**config.mk**
```make
export PLATFORM = sky130hd
export DESIGN_NAME = bel_logger
export DESIGN_NICKNAME = d
export VERILOG_FILES = /design/src/bel_pkg.sv /design/src/bel_logger.sv
export SDC_FILE = /design/constraint.sdc
export NUM_CORES = 1
export LEC_CHECK = 0
export ABC_CLOCK_PERIOD_IN_PS = 10300
export BUFFER_PORTS_ARGS = -buffer_cell sky130_fd_sc_hd__buf_2
export CAP_MARGIN = 20
export CORE_UTILIZATION = 57
export CTS_BUF_LIST = sky130_fd_sc_hd__clkbuf_16
export CTS_CLUSTER_SIZE = 30
export DETAILED_ROUTE_END_ITERATION = 7
export GPL_ROUTABILITY_DRIVEN = 0
export GPL_TIMING_DRIVEN = 1
export PLACE_DENSITY_LB_ADDON = 0.05
export SETUP_SLACK_MARGIN = 0.05
export SLEW_MARGIN = 20
export SYNTH_ARGS = -nofsm -noshare
export SYNTH_HDL_FRONTEND = slang
export SYNTH_SLANG_ARGS = --single-unit
```
**constraint.sdc**
```tcl
create_clock -name CLOCK_I -period 10.3 [get_ports CLOCK_I]
set_clock_uncertainty 0.05 [all_clocks]
set_input_delay 2.06 -clock CLOCK_I [delete_from_list [all_inputs] [get_ports CLOCK_I]]
set_output_delay 2.06 -clock CLOCK_I [all_outputs]
set_load 0.02 [all_outputs]
```
**src/bel_pkg.sv**
```systemverilog
// Summary of operation
// [RULE_01] Bit 30 set when we drive bus-init
// [RULE_02] Bit 31 set when bus-init observed
// [RULE_03] Bit 34 set on controller/bus data parity
// [RULE_04] Bit 36 set on response-status parity error
// [RULE_05] Response parity checked against external parity pin
// [RULE_06] Bit 37 reflects address parity error detected
// [RULE_07] Bit 38 set on retirement timeout
// [RULE_08] Timeout is carry out of 23-bit counter
// [RULE_09] Counter clears on retire, exception, reset, timeout
// [RULE_10] Prescaler: 8-bit timer, bus clock over 128
// [RULE_11] Bus clock is 1:2, 1:3 or 1:4 core
// [RULE_12] Each prescaler carry advances counter by one
// [RULE_13] Bit 38 set keeps logged status frozen
// [RULE_14] Bit 42 set on hard-error response, freezes
// [RULE_15] Bit 43 set on internal error, freezes
// [RULE_16] Bits 63:57 carry architectural validity indicators
// [RULE_17] Bits 27:25 encode 001/010/011 error type
// [RULE_18] Reserved bits read zero, ignore writes
`default_nettype none
package bel_pkg;
	localparam logic [11:0] STAT_LO_OFS  = 12'h000;
	localparam logic [11:0] STAT_HI_OFS  = 12'h004;
	localparam logic [11:0] MASK_LO_OFS  = 12'h008;
	localparam logic [11:0] MASK_HI_OFS  = 12'h00c;
	localparam logic [11:0] CTRL_OFS     = 12'h010;
	localparam logic [11:0] TOCNT_OFS    = 12'h014;
	localparam int BIT_MCE_DRV    = 28;
	localparam int BIT_MCE_OBS    = 29;
	localparam int BIT_BUS_INIT_SIGNAL_DRV  = 30;
	localparam int BIT_BUS_INIT_SIGNAL_OBS  = 31;
	localparam int BIT_DATA_PAR   = 34;
	localparam int BIT_RESP_PAR   = 36;
	localparam int BIT_ADDR_PAR   = 37;
	localparam int BIT_TIMEOUT    = 38;
	localparam int BIT_HARD_ERR   = 42;
	localparam int BIT_INT_ERR    = 43;
	localparam int ETYPE_LSB      = 25;
	localparam logic [2:0] ETYPE_ADDR_PAR  = 3'h1;
	localparam logic [2:0] ETYPE_HARD_ERR  = 3'h2;
	localparam logic [2:0] ETYPE_RESP_PAR  = 3'h3;
	// Writable-to-clear event bits; reserved and validity bits stay zero
	localparam logic [63:0] EVENT_MASK     = 64'h0000_0c74_f000_0000;
	localparam logic [63:0] STATUS_RESET   = 64'h0000_0000_0000_0000;
	localparam int PRESC_WIDTH    = 8;
	localparam int TOCNT_WIDTH    = 23;
	localparam int PRESC_DIV      = 128;
	localparam logic [1:0] RATIO_RESET    = 2'h0;
endpackage : bel_pkg
`default_nettype wire

```
**src/bel_logger.sv**
```systemverilog
// The register offsets and the APB slave port were left to the implementer.
`timescale 1ns/1ps
`default_nettype none
module bel_logger #(
	parameter int TOCNT_W = bel_pkg::TOCNT_WIDTH,
	parameter int PRESC_W = bel_pkg::PRESC_WIDTH
) (
	// Clock and reset
	input  wire logic        CLOCK_I,
	input  wire logic        RST_I,
	// APB slave
	input  wire logic        PSEL_I,
	input  wire logic        PENABLE_I,
	input  wire logic        PWRITE_I,
	input  wire logic [11:0] PADDR_I,
	input  wire logic [31:0] PWDATA_I,
	output logic      [31:0] PRDATA_O,
	output logic             PREADY_O,
	output logic             PSLVERR_O,
	// Bus and core events
	input  wire logic        MCE_DRIVEN_I,
	input  wire logic        MCE_OBSERVED_I,
	input  wire logic        BUS_INIT_DRIVEN_I,
	input  wire logic        BUS_INIT_OBSERVED_I,
	input  wire logic        DATA_PARITY_ERR_I,
	input  wire logic        RESPONSE_VALID_I,
	input  wire logic [2:0]  RESPONSE_STATUS_PINS_I,
	input  wire logic        RESPONSE_PARITY_PIN_I,
	input  wire logic        ADDR_PARITY_ERR_I,
	input  wire logic        HARD_ERROR_RESP_I,
	input  wire logic        INTERNAL_ERROR_PIN_I,
	input  wire logic        UOP_RETIRED_I,
	input  wire logic        CORE_EXCEPTION_I,
	// Architectural fields supplied from outside this block
	input  wire logic [6:0]  VALIDITY_I,
	input  wire logic [15:0] ERROR_CODE_I,
	input  wire logic [5:0]  REQ_TYPE_I,
	// Outputs
	output logic             TIMEOUT_BUS_INIT_O,
	output logic             IRQ_O
);
	import bel_pkg::*;

	logic [63:0]        status_q;
	logic [63:0]        mask_q;
	logic [1:0]         ratio_q;
	logic [1:0]         ratio_cnt_q;
	logic               bus_tick;
	logic [6:0]         div_q;
	logic [PRESC_W-1:0] presc_q;
	logic [TOCNT_W-1:0] tocnt_q;
	logic               presc_carry;
	logic               to_carry;
	logic               timeout_q;
	logic               resp_par_err;
	logic               frozen;
	logic [63:0]        set_vec;
	logic [63:0]        clr_vec;
	logic               wr_en;
	logic               rd_en;
	logic               addr_ok;

	// Bus clock tick from core clock: ratio 0->1:2, 1->1:3, 2/3->1:4 [RULE_11]
	always_ff @(posedge CLOCK_I or posedge RST_I) begin
		if (RST_I) begin
			ratio_cnt_q <= 2'h0;
		end else if (bus_tick) begin
			ratio_cnt_q <= 2'h0;
		end else begin
			ratio_cnt_q <= ratio_cnt_q + 2'h1;
		end
	end

	always_comb begin
		case (ratio_q)
			2'h0:    bus_tick = (ratio_cnt_q == 2'h1);
			2'h1:    bus_tick = (ratio_cnt_q == 2'h2);
			default: bus_tick = (ratio_cnt_q == 2'h3);
		endcase
	end

	// Divide bus clock by 128, then 8-bit timer counts those ticks [RULE_10]
	always_ff @(posedge CLOCK_I or posedge RST_I) begin
		if (RST_I) begin
			div_q   <= 7'h0;
			presc_q <= '0;
		end else if (bus_tick) begin
			div_q <= div_q + 7'h1;
			if (div_q == 7'h7f) begin
				presc_q <= presc_q + PRESC_W'(1);
			end
		end
	end

	assign presc_carry = bus_tick && (div_q == 7'h7f) && (&presc_q);
	assign to_carry    = presc_carry && (&tocnt_q); // [RULE_08]

	// Clear on retire, exception, reset or our own timeout bus-init [RULE_09]
	always_ff @(posedge CLOCK_I or posedge RST_I) begin
		if (RST_I) begin
			tocnt_q <= '0;
		end else if (UOP_RETIRED_I || CORE_EXCEPTION_I || timeout_q) begin
			tocnt_q <= '0;
		end else if (presc_carry) begin
			tocnt_q <= tocnt_q + TOCNT_W'(1); // [RULE_12]
		end
	end

	// Timeout raises bus-init for one cycle
	always_ff @(posedge CLOCK_I or posedge RST_I) begin
		if (RST_I) begin
			timeout_q <= 1'b0;
		end else begin
			timeout_q <= to_carry;
		end
	end

	assign TIMEOUT_BUS_INIT_O = timeout_q;

	// Even parity over status pins and parity pin expected from the agent [RULE_05]
	assign resp_par_err = RESPONSE_VALID_I && (^{RESPONSE_STATUS_PINS_I, RESPONSE_PARITY_PIN_I});

	// Sticky error bits freeze the error type and request fields (27:19) [RULE_13] [RULE_14] [RULE_15]
	assign frozen = status_q[BIT_TIMEOUT] || status_q[BIT_HARD_ERR] || status_q[BIT_INT_ERR];

	always_comb begin
		set_vec = '0;
		set_vec[BIT_MCE_DRV]   = MCE_DRIVEN_I;
		set_vec[BIT_MCE_OBS]   = MCE_OBSERVED_I;
		set_vec[BIT_BUS_INIT_SIGNAL_DRV] = BUS_INIT_DRIVEN_I || timeout_q; // [RULE_01]
		set_vec[BIT_BUS_INIT_SIGNAL_OBS] = BUS_INIT_OBSERVED_I; // [RULE_02]
		set_vec[BIT_DATA_PAR]  = DATA_PARITY_ERR_I; // [RULE_03]
		set_vec[BIT_RESP_PAR]  = resp_par_err; // [RULE_04]
		set_vec[BIT_ADDR_PAR]  = ADDR_PARITY_ERR_I; // [RULE_06]
		set_vec[BIT_TIMEOUT]   = to_carry; // [RULE_07]
		set_vec[BIT_HARD_ERR]  = HARD_ERROR_RESP_I; // [RULE_14]
		set_vec[BIT_INT_ERR]   = INTERNAL_ERROR_PIN_I; // [RULE_15]
	end

	// APB decode, zero wait states
	assign addr_ok = (PADDR_I == STAT_LO_OFS) || (PADDR_I == STAT_HI_OFS) ||
	                 (PADDR_I == MASK_LO_OFS) || (PADDR_I == MASK_HI_OFS) ||
	                 (PADDR_I == CTRL_OFS) || (PADDR_I == TOCNT_OFS);
	assign wr_en     = PSEL_I && PENABLE_I && PWRITE_I && addr_ok;
	assign rd_en     = PSEL_I && PENABLE_I && !PWRITE_I;
	assign PREADY_O  = 1'b1;
	assign PSLVERR_O = PSEL_I && PENABLE_I && !addr_ok;

	always_comb begin
		clr_vec = '0;
		if (wr_en && PADDR_I == STAT_LO_OFS) begin
			clr_vec[31:0] = PWDATA_I;
		end
		if (wr_en && PADDR_I == STAT_HI_OFS) begin
			clr_vec[63:32] = PWDATA_I;
		end
		clr_vec = clr_vec & EVENT_MASK; // [RULE_18]
	end

	// Write one to clear; a new event wins over a clear in the same cycle
	always_ff @(posedge CLOCK_I or posedge RST_I) begin
		if (RST_I) begin
			status_q <= STATUS_RESET;
		end else begin
			status_q <= (status_q & ~clr_vec) | (set_vec & EVENT_MASK);
			if (!frozen && (ADDR_PARITY_ERR_I || HARD_ERROR_RESP_I || resp_par_err)) begin
				// Error type field, priority address > hard > response [RULE_17]
				if (ADDR_PARITY_ERR_I) begin
					status_q[ETYPE_LSB +: 3] <= ETYPE_ADDR_PAR;
				end else if (HARD_ERROR_RESP_I) begin
					status_q[ETYPE_LSB +: 3] <= ETYPE_HARD_ERR;
				end else begin
					status_q[ETYPE_LSB +: 3] <= ETYPE_RESP_PAR;
				end
				status_q[24:19] <= REQ_TYPE_I;
			end else if (clr_vec[BIT_TIMEOUT] || clr_vec[BIT_HARD_ERR] || clr_vec[BIT_INT_ERR] ||
			             (clr_vec[63:0] != 64'h0 && !frozen)) begin
				status_q[27:19] <= (wr_en && PADDR_I == STAT_LO_OFS) ? 9'h0 : status_q[27:19];
			end
		end
	end

	always_ff @(posedge CLOCK_I or posedge RST_I) begin
		if (RST_I) begin
			mask_q  <= 64'h0;
			ratio_q <= RATIO_RESET;
		end else if (wr_en) begin
			if (PADDR_I == MASK_LO_OFS) begin
				mask_q[31:0] <= PWDATA_I & EVENT_MASK[31:0];
			end
			if (PADDR_I == MASK_HI_OFS) begin
				mask_q[63:32] <= PWDATA_I & EVENT_MASK[63:32];
			end
			if (PADDR_I == CTRL_OFS) begin
				ratio_q <= PWDATA_I[1:0];
			end
		end
	end

	assign IRQ_O = |(status_q & mask_q & EVENT_MASK);

	// Low code and validity fields are passed through from outside [RULE_16]
	always_ff @(posedge CLOCK_I or posedge RST_I) begin
		if (RST_I) begin
			PRDATA_O <= 32'h0;
		end else if (PSEL_I && !PENABLE_I && !PWRITE_I) begin
			case (PADDR_I)
				STAT_LO_OFS: PRDATA_O <= {status_q[31:16], ERROR_CODE_I};
				STAT_HI_OFS: PRDATA_O <= {VALIDITY_I, status_q[56:32]};
				MASK_LO_OFS: PRDATA_O <= mask_q[31:0];
				MASK_HI_OFS: PRDATA_O <= mask_q[63:32];
				CTRL_OFS:    PRDATA_O <= {30'h0, ratio_q};
				TOCNT_OFS:   PRDATA_O <= {{(32-TOCNT_W){1'b0}}, tocnt_q};
				default:     PRDATA_O <= 32'h0;
			endcase
		end
	end

	logic unused_rd;
	assign unused_rd = rd_en;
endmodule : bel_logger
`default_nettype wire

```
==> metrics.txt <==
post-route ant nets 0; Site Rows 34; synthesis-stage register bit count 103; Final Util 0.688; EDFF count, synth 0; first-pass GRT wire length slightly below 20 mm; share of the synthesized area in the top cell type 0.507; initial antenna violation count 0; starting DRC count in detailed routing between 200 and 250; Cell variety after synth 57; Clock transition at path regs roughly 0.07 ns; max-cap violation count 0; top cells by area, synth dfrtp_1 (51%), nand2_1 (4.1%), nor2_1 (3.6%); most frequent cells after synthesis dfrtp_1 (103), nand2_1 (55), nor2_1 (49); Slew HR 0.475; Synth async-reset ratio 1.00; area grow syn2layout 17.4%; fmax approximately 180 MHz; Worst-Skew Late Latency 0.35 ns; YS warnings 0; outcome finished clean; vias per cell around 6.1; GRT Residual Overflow 0; H-Tree Depth 3; Gates resized, CTS repair 0; critical path endpoint category output port; Synth area leader dfrtp_1; final hold violation count 0; FF+latch area roughly 0.0026 mm2; P_leak ~2.7 nW; fin nets 699; Hold Path Class reg -> reg; Synth Cell Area approximately 0.0051 mm2; Critical Path Source Type input port; Design Area, Final 0.00597 mm2; Max clock buf depth 2; total area of multi-input combinational cells between 0.002 and 0.0025 mm2; RSZ-0062 raised after global routing false; Worst path slowest cell or4_4; worst-path maximum fanout 6; io pins between 100 and 150; Place WS between 4 and 5 ns; Post-CTS Setup Inserts 0; r2r setup slk 7.57 ns; Worst Path Buf+Inv 2; syn_nets roughly 610; DR pass1 iterations 5; Cell Count, Final, Fillers Out ~700; total CTS buffers 9; Max Slew Vio Count 0; sequential-to-total area share from yosys stat 0.507; CP Data Arrival Time ~3.5 ns; DRC 0; CTS tree yes; min cycle time layout about 5.6 ns; max incr delay on CP 0.53 ns; fill count ~700; Post-Syn Instances approximately 500; vias in the first global route 3877; final period utilization 0.540; CTS Sinks between 100 and 150; DR vias 4337; Avg WL per Cell ~18 um; Post-Route WL 12.5 mm; most frequent cell after synthesis dfrtp_1; Core Area between 0.008 and 0.009 mm2; area post-placement roughly 0.0057 mm2; crit-path leading delay family simple AND/OR/NAND/NOR gates; Post-synth top flop dfrtp_1; die height slightly below 100 um; initial core utilization 0.586; IO buf count 107; crit path cell chain buf_2 -> or4_4 -> nor4_2 -> a21oi_1 -> buf_2; Hold WS 0.423 ns; Mapped Avg Cell Area 9.98 um2; worst setup margin ~4.7 ns; Setup Crit Path Kind in -> out; Post-DP HPWL 9.02 mm; Max VDD drop around 0.11 mV; Antenna Cells 0; critical path's most frequent cell buf_2; CTS hold repair buffers 0; total power between 0.9 and 1 mW; die width between 90 and 100 um; worst-margin pin slew slightly below 0.8 ns; largest net degree at the start of global routing between 60 and 70; setup violators final 0; TNS Setup 0 ns; GRT Resource Usage Total 0.284; CP required between 8 and 9 ns; Root Buffer clkbuf_16; share of cells above drive strength 1 0.253; Placed Cells 700; Die ar. between 0.009 and 0.01 mm2; Power Dens Cells roughly 150 mW/mm2
## area by class of cell
| type | instances | share of cell area |
|---|---|---|
| Clock buffer | 9 | 0.0377 |
| Timing Repair Buffer | 110 | 0.0934 |
| Tap cell | 108 | 0.0226 |
| Sequential cell | 103 | 0.432 |
| Clock inverter | 7 | 0.0130 |
| Multi-Input combinational cell | 376 | 0.399 |
| Inverter | 3 | 0.00230 |
## kinds of logic (layout without fill, tap and decap cells)
family                     after synthesis  in the layout  share of synthesized area
AOI/OAI and AO/OA                      113            113                      0.150
xor gates and xnor gates                20             20                     0.0344
adders and majority gates                3              3                    0.00738
buffers and inverters                   31            129                     0.0256
DFF                                    103            103                      0.507
muxes                                   30             30                     0.0630
other                                    1              1                   0.000737
and+or+nand+nor                        209            209                      0.212
## registers in the layout (all words and copies together) (netlist names)
name and count:
PRDATA_O 32, TIMEOUT_BUS_INIT_O 1, div_q 7, mask_q 10, presc_q 8, ratio_cnt_q 2
ratio_q 2, status_q 18, tocnt_q 23
## final timing paths
kind / start / endpoint / depth (start not counted)
worst max-delay path: PADDR_I[7] / PSLVERR_O / 5
worst min-delay path: presc_q[6]$_DFFE_PP0P_ / presc_q[6]$_DFFE_PP0P_ / 1
worst max register to register: div_q[0]$_DFFE_PP0P_ / tocnt_q[15]$_DFFE_PP0P_ / 6
worst min register to register: presc_q[6]$_DFFE_PP0P_ / presc_q[6]$_DFFE_PP0P_ / 1
max in group asynchronous: RST_I / tocnt_q[6]$_DFFE_PP0P_ / 3
min in group asynchronous: RST_I / status_q[43]$_DFF_PP0_ / 2
## cells in the final DEF (no fill, tap or decap), types with 3 or more instances in the layout
cell type,instances
nand2b_1,3
mux2i_1,14
a21o_1,7
or4_1,9
dfrtp_1,103
clkbuf_16,9
xor2_1,4
ha_1,3
inv_1,3
mux2_2,16
buf_4,3
buf_2,107
a22oi_1,12
and2_1,5
a221oi_1,13
a21oi_1,28
nor2_1,49
nand3_1,23
or3_1,14
nor4_1,3
a22o_1,9
o21ai_0,22
nand2_1,55
xnor2_1,16
and3_1,8
inv_6,3
nand4_1,16
nor3_1,8
o31ai_1,7
## report_power, final
group / total (mW) / switching, mW / leakage [nW] / internal (mW)
combinational: 0.114 / 0.0696 / 1.20 / 0.0449
clock: 0.345 / 0.154 / 0.152 / 0.191
sequential: 0.452 / 0.0219 / 1.32 / 0.430
total: 0.912 / 0.246 / 2.66 / 0.666
## worst reg2reg max path, delay by kind of cell (launching register included)
kind / cells / cell delay [ns]
compound gates: 2 / 0.57
fa+ha+maj: 1 / 0.27
flops: 1 / 0.41
simple gates: 3 / 1.34
## layer usage
| layer | global-route usage | vias up | wire length (um) |
|---|---|---|---|
| met5 | 0 | - | 0 |
| met2 | 0.470 | 159 | 6150 |
| met1 | 0.376 | 2090 | 5440 |
| met4 | 0.0907 | 0 | 240 |
| li1 | - | 2061 | - |
| met3 | 0.0532 | 27 | 695 |
(Power assumes the default switching activity.)
